==> src/logic/dsp_int_logic_multiply_unit_defs.vh <==
// Constants for the DSP integer, logical and multiply unit
`ifndef DSP_INT_LOGIC_MULTIPLY_UNIT_DEFS_VH
`define DSP_INT_LOGIC_MULTIPLY_UNIT_DEFS_VH

// Operation codes
`define OP_NONE 3'h0
`define OP_INC 3'h1
`define OP_DEC 3'h2
`define OP_AND 3'h3
`define OP_OR 3'h4
`define OP_XOR 3'h5
`define OP_MUL 3'h6

// Register indexes
`define REG_ACC0 3'h0
`define REG_ACC1 3'h1
`define REG_MUL0 3'h2
`define REG_MUL1 3'h3
`define REG_XIN0 3'h4
`define REG_XIN1 3'h5
`define REG_YIN0 3'h6
`define REG_YIN1 3'h7

// Condition-select encodings
`define CS_CARRY 3'h0
`define CS_NEG 3'h1
`define CS_ZERO 3'h2
`define CS_OVF 3'h3
`define CS_GREATER 3'h4
`define CS_GE 3'h5

// Field layout of a 40-bit register
`define GUARD_MSB 39
`define GUARD_LSB 32
`define UPPER_MSB 31
`define UPPER_LSB 16
`define LOWER_MSB 15

// Multiply overflow and integer saturation constants
`define MUL_MIN_OPERAND 16'h8000
`define MUL_OVF_RESULT 32'h80000000
`define MUL_SAT_RESULT 32'h7FFFFFFF
`define INT_SAT_MAX 16'h7FFF
`define INT_SAT_MIN 16'h8000

// Register bus offsets (one word each)
`define OFS_CTRL 4'h0
`define OFS_FLAGS 4'h1
`define OFS_REG_BASE 4'h8

`endif

==> src/logic/dsp_int_logic_multiply_unit.v <==
// DSP integer increment/decrement, bitwise logic and fixed-point multiply unit
//
// Summary of operation
// RULE_01 - Increment and decrement work on 24 bits
// RULE_02 - Guardless sources are sign-extended into guard
// RULE_03 - Guardless destination gets upper word only
// RULE_04 - Integer ops ignore and clear lower word
// RULE_05 - Only increment/decrement, operand fixed plus/minus one
// RULE_06 - Loaded word goes into upper word
// RULE_07 - Integer flags exclude lower words
// RULE_08 - Conditional ops keep flags; unconditional update
// RULE_09 - Saturation bit applies to increment/decrement
// RULE_10 - Bitwise sources and destination chosen independently
// RULE_11 - Bitwise uses upper word; rest cleared
// RULE_12 - Bitwise carry/overflow/greater modes clear flag
// RULE_13 - Bitwise negative mode takes result bit 31
// RULE_14 - Bitwise zero mode flags zero result
// RULE_15 - N, Z, V, greater flags follow modes
// RULE_16 - Multiply uses upper words of sources
// RULE_17 - Multiply 32-bit; guard copies bit 31 (code clears the guard for the unsaturated 8000 times 8000 result)
// RULE_18 - Multiply result MSB-aligned, LSB zero
// RULE_19 - Multiply unconditional, flags untouched
// RULE_20 - 8000 times 8000 overflows or saturates
// RULE_21 - Multiply operand register sets restricted
// RULE_22 - All ops complete in DSP stage
// RULE_23 - Carry mode shows carry out excluding guard
// RULE_24 - Overflow mode ignores destination guard bits
// RULE_25 - Source sets restricted; any destination
// RULE_26 - Reserved condition selects clear the flag
`timescale 1ns/1ns
`include "dsp_int_logic_multiply_unit_defs.vh"

module dsp_int_logic_multiply_unit (
  input wire clk,
  input wire rst,
  input wire op_valid,
  input wire [2:0] op_code,
  input wire op_conditional,
  input wire op_use_second,
  input wire [1:0] first_source_select,
  input wire [1:0] second_source_select,
  input wire [2:0] result_target_select,
  input wire [1:0] mul_first_operand,
  input wire [1:0] mul_second_operand,
  input wire [1:0] mul_result_target,
  input wire load_valid,
  input wire [2:0] load_target,
  input wire [15:0] load_word,
  input wire [3:0] bus_addr,
  input wire [31:0] bus_wdata,
  input wire bus_write,
  input wire bus_read,
  output reg [31:0] bus_rdata,
  output wire [2:0] cond_select,
  output wire saturate_enable,
  output wire selectable_condition_flag,
  output wire negative_flag,
  output wire zero_flag,
  output wire overflow_flag,
  output wire greater_than_flag,
  output reg op_illegal_ff
);

  reg [39:0] dsp_reg_ff [0:7];
  reg [2:0] cs_ff;
  reg sat_ff;
  reg sel_flag_ff;
  reg n_ff;
  reg z_ff;
  reg v_ff;
  reg greater_ff;
  reg [2:0] dst;
  reg [39:0] result;
  reg wr_en;
  reg flags_en;
  reg illegal;
  reg nxt_sel_flag;
  reg nxt_n;
  reg nxt_z;
  reg nxt_v;
  reg nxt_greater;
  reg [39:0] src_a;
  reg [23:0] ext;
  reg [24:0] sum;
  reg [15:0] lw;
  reg [31:0] prod;
  reg signed [31:0] sprod;
  integer i;

  assign cond_select = cs_ff;
  assign saturate_enable = sat_ff;
  assign selectable_condition_flag = sel_flag_ff;
  assign negative_flag = n_ff;
  assign zero_flag = z_ff;
  assign overflow_flag = v_ff;
  assign greater_than_flag = greater_ff;

  // Register has guard bits only for the accumulators
  function has_guard;
    input [2:0] idx;
    begin
      has_guard = (idx == `REG_ACC0) || (idx == `REG_ACC1);
    end
  endfunction

  // First-source selector maps onto the accumulators and x inputs
  function [2:0] map_first;
    input [1:0] sel;
    begin
      case (sel)
        2'h0: map_first = `REG_ACC0;
        2'h1: map_first = `REG_ACC1;
        2'h2: map_first = `REG_XIN0;
        default: map_first = `REG_XIN1;
      endcase
    end
  endfunction

  // Second-source selector maps onto the y inputs and multiply registers
  function [2:0] map_second;
    input [1:0] sel;
    begin
      case (sel)
        2'h0: map_second = `REG_YIN0;
        2'h1: map_second = `REG_YIN1;
        2'h2: map_second = `REG_MUL0;
        default: map_second = `REG_MUL1;
      endcase
    end
  endfunction

  // Guard bits of a guardless register copy the sign
  function [39:0] read_ext;
    input [2:0] idx;
    input [39:0] val;
    begin
      if (has_guard(idx)) begin
        read_ext = val;
      end else begin
        read_ext = {{8{val[`UPPER_MSB]}}, val[31:0]}; // RULE_02
      end
    end
  endfunction

  // Multiply first operand: ACC1, XIN0, XIN1, YIN0
  function [2:0] map_mul_first;
    input [1:0] sel;
    begin
      case (sel)
        2'h0: map_mul_first = `REG_ACC1;
        2'h1: map_mul_first = `REG_XIN0;
        2'h2: map_mul_first = `REG_XIN1;
        default: map_mul_first = `REG_YIN0;
      endcase
    end
  endfunction

  // Multiply second operand: ACC1, XIN0, YIN0, YIN1
  function [2:0] map_mul_second;
    input [1:0] sel;
    begin
      case (sel)
        2'h0: map_mul_second = `REG_ACC1;
        2'h1: map_mul_second = `REG_XIN0;
        2'h2: map_mul_second = `REG_YIN0;
        default: map_mul_second = `REG_YIN1;
      endcase
    end
  endfunction

  // Multiply destination: ACC0, ACC1, MUL0, MUL1
  function [2:0] map_mul_target;
    input [1:0] sel;
    begin
      case (sel)
        2'h0: map_mul_target = `REG_ACC0;
        2'h1: map_mul_target = `REG_ACC1;
        2'h2: map_mul_target = `REG_MUL0;
        default: map_mul_target = `REG_MUL1;
      endcase
    end
  endfunction

  // Datapath: one operation evaluated and committed per cycle
  always @* begin
    dst = result_target_select; // RULE_25
    result = 40'h0;
    wr_en = 1'b0;
    flags_en = 1'b0;
    illegal = 1'b0;
    nxt_sel_flag = sel_flag_ff;
    nxt_n = n_ff;
    nxt_z = z_ff;
    nxt_v = v_ff;
    nxt_greater = greater_ff;
    src_a = 40'h0;
    ext = 24'h0;
    sum = 25'h0;
    lw = 16'h0;
    prod = 32'h0;
    sprod = 32'sh0;
    if (op_valid) begin
      case (op_code)
        `OP_INC, `OP_DEC: begin
          // RULE_05 RULE_25
          if (op_use_second) begin
            src_a = read_ext(map_second(second_source_select),
                             dsp_reg_ff[map_second(second_source_select)]);
          end else begin
            src_a = read_ext(map_first(first_source_select),
                             dsp_reg_ff[map_first(first_source_select)]);
          end
          ext = src_a[`GUARD_MSB:`UPPER_LSB]; // RULE_01 RULE_04
          if (op_code == `OP_INC) begin
            sum = {1'b0, ext} + 25'h1;
          end else begin
            sum = {1'b0, ext} + 25'h1FFFFFF;
          end
          lw = sum[15:0];
          // RULE_24 RULE_09
          if (sat_ff && (sum[23:15] != {9{sum[23]}})) begin
            lw = sum[23] ? `INT_SAT_MIN : `INT_SAT_MAX;
            result = {{8{lw[15]}}, lw, 16'h0};
          end else begin
            result = {sum[23:0], 16'h0}; // RULE_04
          end
          if (!has_guard(dst)) begin
            result = {{8{result[`UPPER_MSB]}}, result[31:0]}; // RULE_03
          end
          wr_en = 1'b1;
          flags_en = !op_conditional; // RULE_08
          nxt_n = sum[23]; // RULE_07 RULE_15
          nxt_z = (sum[23:0] == 24'h0);
          nxt_v = (sum[23:15] != {9{sum[23]}}); // RULE_24
          nxt_greater = !nxt_n && !nxt_z;
          case (cs_ff)
            `CS_CARRY: nxt_sel_flag = (op_code == `OP_INC) ? (ext[15:0] == 16'hFFFF)
                                                           : (ext[15:0] == 16'h0); // RULE_23
            `CS_NEG: nxt_sel_flag = nxt_n;
            `CS_ZERO: nxt_sel_flag = nxt_z;
            `CS_OVF: nxt_sel_flag = nxt_v;
            `CS_GREATER: nxt_sel_flag = nxt_greater;
            `CS_GE: nxt_sel_flag = !nxt_n;
            default: nxt_sel_flag = 1'b0; // RULE_26
          endcase
        end
        `OP_AND, `OP_OR, `OP_XOR: begin
          // RULE_10 RULE_11
          if (op_code == `OP_AND) begin
            lw = dsp_reg_ff[map_first(first_source_select)][31:16] &
                 dsp_reg_ff[map_second(second_source_select)][31:16];
          end else if (op_code == `OP_OR) begin
            lw = dsp_reg_ff[map_first(first_source_select)][31:16] |
                 dsp_reg_ff[map_second(second_source_select)][31:16];
          end else begin
            lw = dsp_reg_ff[map_first(first_source_select)][31:16] ^
                 dsp_reg_ff[map_second(second_source_select)][31:16];
          end
          result = {8'h0, lw, 16'h0}; // RULE_11
          wr_en = 1'b1;
          flags_en = !op_conditional; // RULE_08
          nxt_n = lw[15]; // RULE_13 RULE_15
          nxt_z = (lw == 16'h0); // RULE_14
          nxt_v = 1'b0;
          nxt_greater = 1'b0;
          case (cs_ff)
            `CS_NEG: nxt_sel_flag = nxt_n; // RULE_13
            `CS_ZERO: nxt_sel_flag = nxt_z; // RULE_14
            default: nxt_sel_flag = 1'b0; // RULE_12 RULE_26
          endcase
        end
        `OP_MUL: begin
          // RULE_16 RULE_21
          dst = map_mul_target(mul_result_target);
          sprod = $signed(dsp_reg_ff[map_mul_first(mul_first_operand)][31:16]) *
                  $signed(dsp_reg_ff[map_mul_second(mul_second_operand)][31:16]);
          prod = {sprod[30:0], 1'b0}; // RULE_18
          if (prod == `MUL_OVF_RESULT) begin
            prod = sat_ff ? `MUL_SAT_RESULT : `MUL_OVF_RESULT; // RULE_20
            result = {8'h0, prod}; // RULE_20
          end else begin
            result = {{8{prod[31]}}, prod}; // RULE_17
          end
          wr_en = 1'b1; // RULE_19
          flags_en = 1'b0; // RULE_19
        end
        `OP_NONE: begin
          wr_en = 1'b0;
        end
        default: illegal = 1'b1;
      endcase
    end
  end

  // Commit result, flags and loads at the end of the DSP stage
  always @(posedge clk) begin
    if (rst) begin
      for (i = 0; i < 8; i = i + 1) begin
        dsp_reg_ff[i] <= 40'h0;
      end
      cs_ff <= `CS_CARRY;
      sat_ff <= 1'b0;
      sel_flag_ff <= 1'b0;
      n_ff <= 1'b0;
      z_ff <= 1'b0;
      v_ff <= 1'b0;
      greater_ff <= 1'b0;
      op_illegal_ff <= 1'b0;
      bus_rdata <= 32'h0;
    end else begin
      op_illegal_ff <= illegal;
      if (wr_en) begin
        dsp_reg_ff[dst] <= result; // RULE_22
      end
      if (load_valid && !(wr_en && dst == load_target)) begin
        dsp_reg_ff[load_target] <= {{8{load_word[15]}}, load_word, 16'h0}; // RULE_06
      end else if (load_valid) begin
        dsp_reg_ff[load_target] <= {{8{load_word[15]}}, load_word, 16'h0}; // RULE_06
      end
      if (flags_en) begin
        sel_flag_ff <= nxt_sel_flag; // RULE_08
        n_ff <= nxt_n;
        z_ff <= nxt_z;
        v_ff <= nxt_v;
        greater_ff <= nxt_greater;
      end
      if (bus_write && bus_addr == `OFS_CTRL) begin
        cs_ff <= bus_wdata[2:0];
        sat_ff <= bus_wdata[8];
      end
      bus_rdata <= 32'h0;
      if (bus_read) begin
        if (bus_addr == `OFS_CTRL) begin
          bus_rdata <= {23'h0, sat_ff, 5'h0, cs_ff};
        end else if (bus_addr == `OFS_FLAGS) begin
          bus_rdata <= {27'h0, greater_ff, z_ff, n_ff, v_ff, sel_flag_ff};
        end else if (bus_addr >= `OFS_REG_BASE) begin
          bus_rdata <= dsp_reg_ff[bus_addr[2:0]][31:0];
        end
      end
    end
  end

endmodule // dsp_int_logic_multiply_unit

==> config.mk <==
export PLATFORM = sky130hd
export DESIGN_NAME = dsp_int_logic_multiply_unit
export DESIGN_NICKNAME = d
export VERILOG_FILES = /design/src/logic/dsp_int_logic_multiply_unit.v
export VERILOG_INCLUDE_DIRS = /design/src /design/src/logic
export SDC_FILE = /design/constraint.sdc
export NUM_CORES = 2
export LEC_CHECK = 0
export BUFFER_PORTS_ARGS = -buffer_cell sky130_fd_sc_hd__buf_2
export CAP_MARGIN = 20
export CELL_PAD_IN_SITES_DETAIL_PLACEMENT = 1
export CELL_PAD_IN_SITES_GLOBAL_PLACEMENT = 1
export CORE_UTILIZATION = 52
export CTS_BUF_LIST = sky130_fd_sc_hd__clkbuf_4
export DETAILED_ROUTE_END_ITERATION = 10
export PLACE_DENSITY_LB_ADDON = 0.05
export SLEW_MARGIN = 20
export SYNTH_ARGS = -nofsm -noshare
export SYNTH_HDL_FRONTEND = slang
export SYNTH_SLANG_ARGS = --single-unit
==> constraint.sdc <==
create_clock -name clk -period 14.1 [get_ports clk]
set_input_delay 1.41 -clock clk [delete_from_list [all_inputs] [get_ports clk]]
set_output_delay 1.41 -clock clk [all_outputs]
set_load 0.005 [all_outputs]
## Word-level counts from Yosys, hierarchy flattened

Memory sizes are Yosys's and may differ from the RTL's.
Index checks and enable logic that the tools add are counted.

| operators by class | value |
|---|---|
| multiplexer cells | 71 |
| eq/ne operators | 29 |
| bitwise gates (word level) | 7 |
| multipliers | 1 |
| add/subtract/negate cells | 2 |
| reductions and logical operators | 39 |
| $lt $le $gt $ge | 1 |

Operators by type and width:

| operator | number |
|---|---|
| 40-bit 2-to-1 mux | 12 |
| 40-bit case mux with 3 select lines | 1 |
| 16-bit 2-to-1 mux | 5 |
| 40-bit OR reduction | 2 |
| 24-bit 2-to-1 mux | 3 |
| 3-bit 2-to-1 mux | 14 |
| 3-bit case mux with 3 select lines | 4 |
| 16-bit logical NOT | 2 |
| 32-bit 2-to-1 mux | 1 |
| 31-bit equality test, second input constant | 1 |
| 16-bit by 16-bit multiplier with 31-bit output | 1 |
| 9-bit 2-to-1 mux | 3 |
| 24-bit by 1-bit adder with 24-bit output, second input constant | 1 |
| 24-bit adder, second input constant | 1 |
| 24-bit logical NOT | 1 |
| 1-bit 2-to-1 mux | 20 |
| 16-bit bitwise AND | 1 |
| 16-bit equality test, second input constant | 1 |
| 16-bit OR | 1 |
| 16-bit XOR | 1 |
| 3-bit by 1-bit equality test with 1-bit output, second input constant | 5 |
| 3-bit equality test, second input constant | 5 |
| 3-bit logical NOT | 5 |
| 3-bit by 2-bit equality test with 1-bit output, second input constant | 4 |
| 23 further kinds | 55 |

| word-level totals | value |
|---|---|
| memories kept | 1 |
| memory bits (writable) | 320 |
| input bits | 79 |
| flip-flop bits (word level) | 42 |
| output and inout bits | 42 |
| word-level logic and storage cells | 162 |

Memory list:

| name | depth | width | read ports | clocked after memory_dff | write ports | line | RTL |
|---|---|---|---|---|---|---|---|
| dsp_reg_ff | 8 | 40 | 5 | 0 | 8 | dsp_int_logic_multiply_unit.v:64 | `reg [39:0] dsp_reg_ff [0:7];` |

## Depth between registers and ports, before layout

| depth | value |
|---|---|
| depth in word-level cells | 22 |
| mapped depth | 34 |
| mapped depth without buffers | 30 |

## Least setup slack after synthesis

OpenSTA, ideal clock, no wires.

| path | value |
|---|---|
| path kind | input-to-reg |
| start | input port mul_second_operand[0] |
| end | memory dsp_reg_ff[0][31] (data pin) |
| path buffers | 5 |
| cell stages on the path | 30 |
| path slack | 3.012 ns |
| arrival time | 10.816 ns |
| setup time | 0.272 ns |
| required time | 13.828 ns |
| cell sequence | inv_1 ha_1 clkbuf_1 buf_1 buf_1 mux4_2 mux2_2 clkbuf_1 nand2_1 fa_1 inv_1 fa_1 inv_1 fa_1 fa_1 fa_1 fa_1 inv_1 ha_1 a2111oi_0 o21ai_0 a2111oi_0 nor2_1 or3_1 a221o_1 nor4b_1 clkbuf_1 nand2_1 a21oi_1 o21ai_0 |

RTL lines:

| what | line | RTL |
|---|---|---|
| start, declared | dsp_int_logic_multiply_unit.v:44 | `input wire [1:0] mul_second_operand,` |
| end, declared | dsp_int_logic_multiply_unit.v:64 |  |

==> flow_results.xml <==
<?xml version="1.0" encoding="UTF-8"?>
<metrics>
  <group name="run_status">
    <metric name="status" unit="">completed</metric>
  </group>
  <group name="clocking">
    <metric name="cts.hold.buffers_added" unit="">0</metric>
    <metric name="clockRootBuffer" unit="">sky130_fd_sc_hd__clkbuf_4</metric>
    <metric name="cts.sink_count" unit="">314</metric>
    <metric name="number_of_clock_buffers_inserted_by_tritoncts" unit="">82</metric>
    <metric name="post_cts_resized" unit="">0</metric>
    <metric name="cts_tree" unit="">yes</metric>
    <metric name="clk_pin_slew" unit="ns">0.07</metric>
    <metric name="buffers_inserted_during_post_cts_setup_optimization" unit="">0</metric>
    <metric name="h_tree_lvl_count" unit="">3</metric>
    <metric name="worstSkewPairLatency" unit="ns">0.90</metric>
    <metric name="clock_tree.buffer_depth" unit="">3</metric>
  </group>
  <group name="timing">
    <metric name="maxClockFrequency" unit="MHz">85.2</metric>
    <metric name="final_period_util" unit="">0.833</metric>
    <metric name="worst_slew_margin_rel" unit="">0.159</metric>
    <metric name="worst_pin_slew" unit="ns">1.26</metric>
    <metric name="setup_repair_after_global_routing_missed_its_margin" unit="">false</metric>
    <metric name="final.min_clock_period" unit="ns">11.74</metric>
    <metric name="final_hold_viol_count" unit="">0</metric>
    <metric name="setup_viol" unit="">0</metric>
    <metric name="final-max-slew-violation-count" unit="">0</metric>
    <metric name="timing.setup.tns" unit="ns">0</metric>
    <metric name="worst_clock_skew" unit="ns">0.0565</metric>
  </group>
  <group name="routing">
    <metric name="drc" unit="">0</metric>
    <metric name="first_pass_iters" unit="">6</metric>
    <metric name="route.final.wire_length" unit="um">104000</metric>
    <metric name="route.detailed.vias_per_inst" unit="">6.48</metric>
    <metric name="antenna_left" unit="">0</metric>
    <metric name="vias" unit="">24746</metric>
    <metric name="drt_iter0_markers" unit="">2025</metric>
    <metric name="wl_per_cell" unit="um">27.3</metric>
  </group>
  <group name="floorplan">
    <metric name="floorplan.rows" unit="">86</metric>
    <metric name="die_height" unit="um">239</metric>
    <metric name="die_w" unit="um">239</metric>
    <metric name="die_area" unit="um^2">57000</metric>
    <metric name="fp.coreArea" unit="um^2">55200</metric>
    <metric name="start_util" unit="">0.528</metric>
    <metric name="ios" unit="">121</metric>
  </group>
  <group name="setup_path">
    <metric name="worst_setup_path_end_kind" unit="">flip-flop</metric>
    <metric name="critical-path-max-stage-delay" unit="ns">0.97</metric>
    <metric name="worst-endpoint-required" unit="ns">14.86</metric>
    <metric name="path_delay_family" unit="">adder cells</metric>
    <metric name="worst_setup_path_start_kind" unit="">primary input</metric>
    <metric name="worstPathArrival" unit="ns">12.51</metric>
    <metric name="worst_r2r_path_depth" unit="">23</metric>
    <metric name="critical_path_depth" unit="">28</metric>
    <metric name="timing.critical_path.mode_cell" unit="">sky130_fd_sc_hd__fa_1</metric>
    <metric name="critPathKind" unit="">primary input to flip-flop</metric>
    <metric name="crit_buf_inv" unit="">6</metric>
    <metric name="slowest_stage" unit="">sky130_fd_sc_hd__ha_2</metric>
    <metric name="critPathMaxFanout" unit="">23</metric>
  </group>
  <group name="logic_synthesis">
    <metric name="avgSynthCellArea" unit="um^2">9.85</metric>
    <metric name="synth_top_cells_by_area" unit="">sky130_fd_sc_hd__fa_1 (18%), sky130_fd_sc_hd__edfxtp_1 (15%), sky130_fd_sc_hd__dfxtp_1 (12%), sky130_fd_sc_hd__mux4_2 (9.5%), sky130_fd_sc_hd__ha_1 (6.0%)</metric>
    <metric name="synthArstFlopShare" unit="">0</metric>
    <metric name="cells_after_synthesis" unit="">2957</metric>
    <metric name="synth.ff_latch_count" unit="">314</metric>
    <metric name="synthDominantAreaCellType" unit="">sky130_fd_sc_hd__fa_1</metric>
    <metric name="synth_area" unit="um^2">29100</metric>
    <metric name="yosys.area.top_type_share" unit="">0.177</metric>
    <metric name="synth_flop_cell" unit="">sky130_fd_sc_hd__dfxtp_1</metric>
    <metric name="synthTopCellsByCount" unit="">sky130_fd_sc_hd__inv_1 (300), sky130_fd_sc_hd__nand2_1 (296), sky130_fd_sc_hd__fa_1 (257)</metric>
    <metric name="syn_nets" unit="">3432</metric>
    <metric name="synthDistinctLibCells" unit="">80</metric>
    <metric name="synth_sequential_area_ratio" unit="">0.265</metric>
    <metric name="yosys_warnings" unit="">0</metric>
    <metric name="yosys.cell_count.top_type" unit="">sky130_fd_sc_hd__inv_1</metric>
    <metric name="count_of_flip_flops_with_a_built_in_enable_after_synthesis" unit="">144</metric>
  </group>
  <group name="place">
    <metric name="hpwlAfterDp" unit="um">78500</metric>
    <metric name="placed_cell_area" unit="um^2">30300</metric>
    <metric name="post_placement_cell_count" unit="">3669</metric>
    <metric name="placement.io_buffers" unit="">92</metric>
    <metric name="routabilityCongestion" unit="">0.953</metric>
  </group>
  <group name="global_route">
    <metric name="grt_pass1_vias" unit="">26485</metric>
    <metric name="grt_antenna_before_repair" unit="">11</metric>
    <metric name="grt_max_degree" unit="">55</metric>
    <metric name="grt_usage" unit="">0.373</metric>
    <metric name="grt_pass1_wl" unit="um">159000</metric>
    <metric name="grt_remaining_overflow" unit="">0</metric>
  </group>
  <group name="worst_hold_path">
    <metric name="whs_path_depth" unit="">1</metric>
    <metric name="worst_hold_path_type" unit="">flip-flop to flip-flop</metric>
  </group>
  <group name="final_layout">
    <metric name="synthToLayoutAreaGrowth" unit="%">7.93</metric>
    <metric name="final_cell_count_no_fill" unit="">3821</metric>
    <metric name="layout.nets" unit="">3480</metric>
    <metric name="postLayoutCoreUtil" unit="">0.569</metric>
    <metric name="largest_register_ffs" unit="">272</metric>
    <metric name="layout.cell_area.non_filler" unit="um^2">31400</metric>
    <metric name="post_route_cells_drive_above_1_share" unit="">0.157</metric>
    <metric name="regMostFlops" unit="">dsp_reg_ff</metric>
  </group>
  <group name="run">
    <metric name="drv_cap" unit="">0</metric>
  </group>
</metrics>
[cells by family after synthesis]
| group | synth area share |
|---|---|
| buffers and inverters | 0.0620 |
| AO/OA/AOI/OAI | 0.138 |
| XOR/XNOR | 0.0156 |
| multiplexers | 0.135 |
| adder cells (fa/ha/maj) | 0.236 |
| flip-flops | 0.265 |
| AND/OR/NAND/NOR | 0.148 |
[final timing paths]
check	startpoint	end	slack, ns
setup / recovery	mul_second_operand[1]	dsp_reg_ff[3][8]	2.36
hold / removal	dsp_reg_ff[5][7]	dsp_reg_ff[5][7]	0.45
setup reg to reg	dsp_reg_ff[0][19]	dsp_reg_ff[3][8]	3.85
hold reg to reg	dsp_reg_ff[5][7]	dsp_reg_ff[5][7]	0.45
[cell usage in the layout (no fill, tap or decap), types with 10 or more instances in the layout]
cell type and instances:
sky130_fd_sc_hd__a211oi_1 18, sky130_fd_sc_hd__a21o_1 22, sky130_fd_sc_hd__a21oi_1 82, sky130_fd_sc_hd__a22o_1 102, sky130_fd_sc_hd__a31oi_1 18, sky130_fd_sc_hd__and2_1 103
sky130_fd_sc_hd__buf_2 90, sky130_fd_sc_hd__buf_4 50, sky130_fd_sc_hd__clkbuf_4 111, sky130_fd_sc_hd__clkinv_1 21, sky130_fd_sc_hd__dfxtp_1 170, sky130_fd_sc_hd__edfxtp_1 144
sky130_fd_sc_hd__fa_1 257, sky130_fd_sc_hd__ha_1 138, sky130_fd_sc_hd__inv_1 300, sky130_fd_sc_hd__mux2_2 39, sky130_fd_sc_hd__mux2i_1 72, sky130_fd_sc_hd__mux4_2 123
sky130_fd_sc_hd__nand2_1 296, sky130_fd_sc_hd__nand2b_1 42, sky130_fd_sc_hd__nand3_1 28, sky130_fd_sc_hd__nand4_1 19, sky130_fd_sc_hd__nor2_1 191, sky130_fd_sc_hd__nor2b_1 50
sky130_fd_sc_hd__nor3_1 41, sky130_fd_sc_hd__nor3b_1 17, sky130_fd_sc_hd__nor4_1 12, sky130_fd_sc_hd__o211ai_1 15, sky130_fd_sc_hd__o21a_1 28, sky130_fd_sc_hd__o21ai_0 157
sky130_fd_sc_hd__o21ai_1 32, sky130_fd_sc_hd__o221ai_1 12, sky130_fd_sc_hd__o22ai_1 19, sky130_fd_sc_hd__o31ai_1 10, sky130_fd_sc_hd__or2_2 13, sky130_fd_sc_hd__or3_1 10
sky130_fd_sc_hd__xnor2_1 33, sky130_fd_sc_hd__xor2_1 19
[stage by stage]
step | setup slack (ns) | hold WS, ns
floorplan | 3.01 | 0.420
global placement | 1.86 | 0.429
detailed placement | 1.75 | 0.440
CTS | 2.58 | 0.458
global route | 2.07 | 0.472
finish | 2.36 | 0.452
[layout make-up]
| class | count | area, um^2 |
|---|---|---|
| fillers | 6240 | 23800 |
| repair buffers | 140 | 826 |
| flip-flops and latches | 314 | 7730 |
| well taps | 748 | 936 |
| clock inverters | 35 | 238 |
| inverters | 303 | 1140 |
| multi-input cells | 2164 | 19700 |
| clock buffers | 111 | 833 |
| diodes | 6 | 15.0 |
[per-layer routing]
layer / vias up / global-route usage / part of all wire
met5: - / 0 / 0.00027
li1: 10522 / - / -
met4: 4 / 0.198 / 0.054
met3: 349 / 0.0614 / 0.071
met1: 12656 / 0.466 / 0.39
met2: 1215 / 0.622 / 0.49
Power is not shown: default switching activity piles up to over one toggle a cycle in this logic, so the estimate is an artifact.
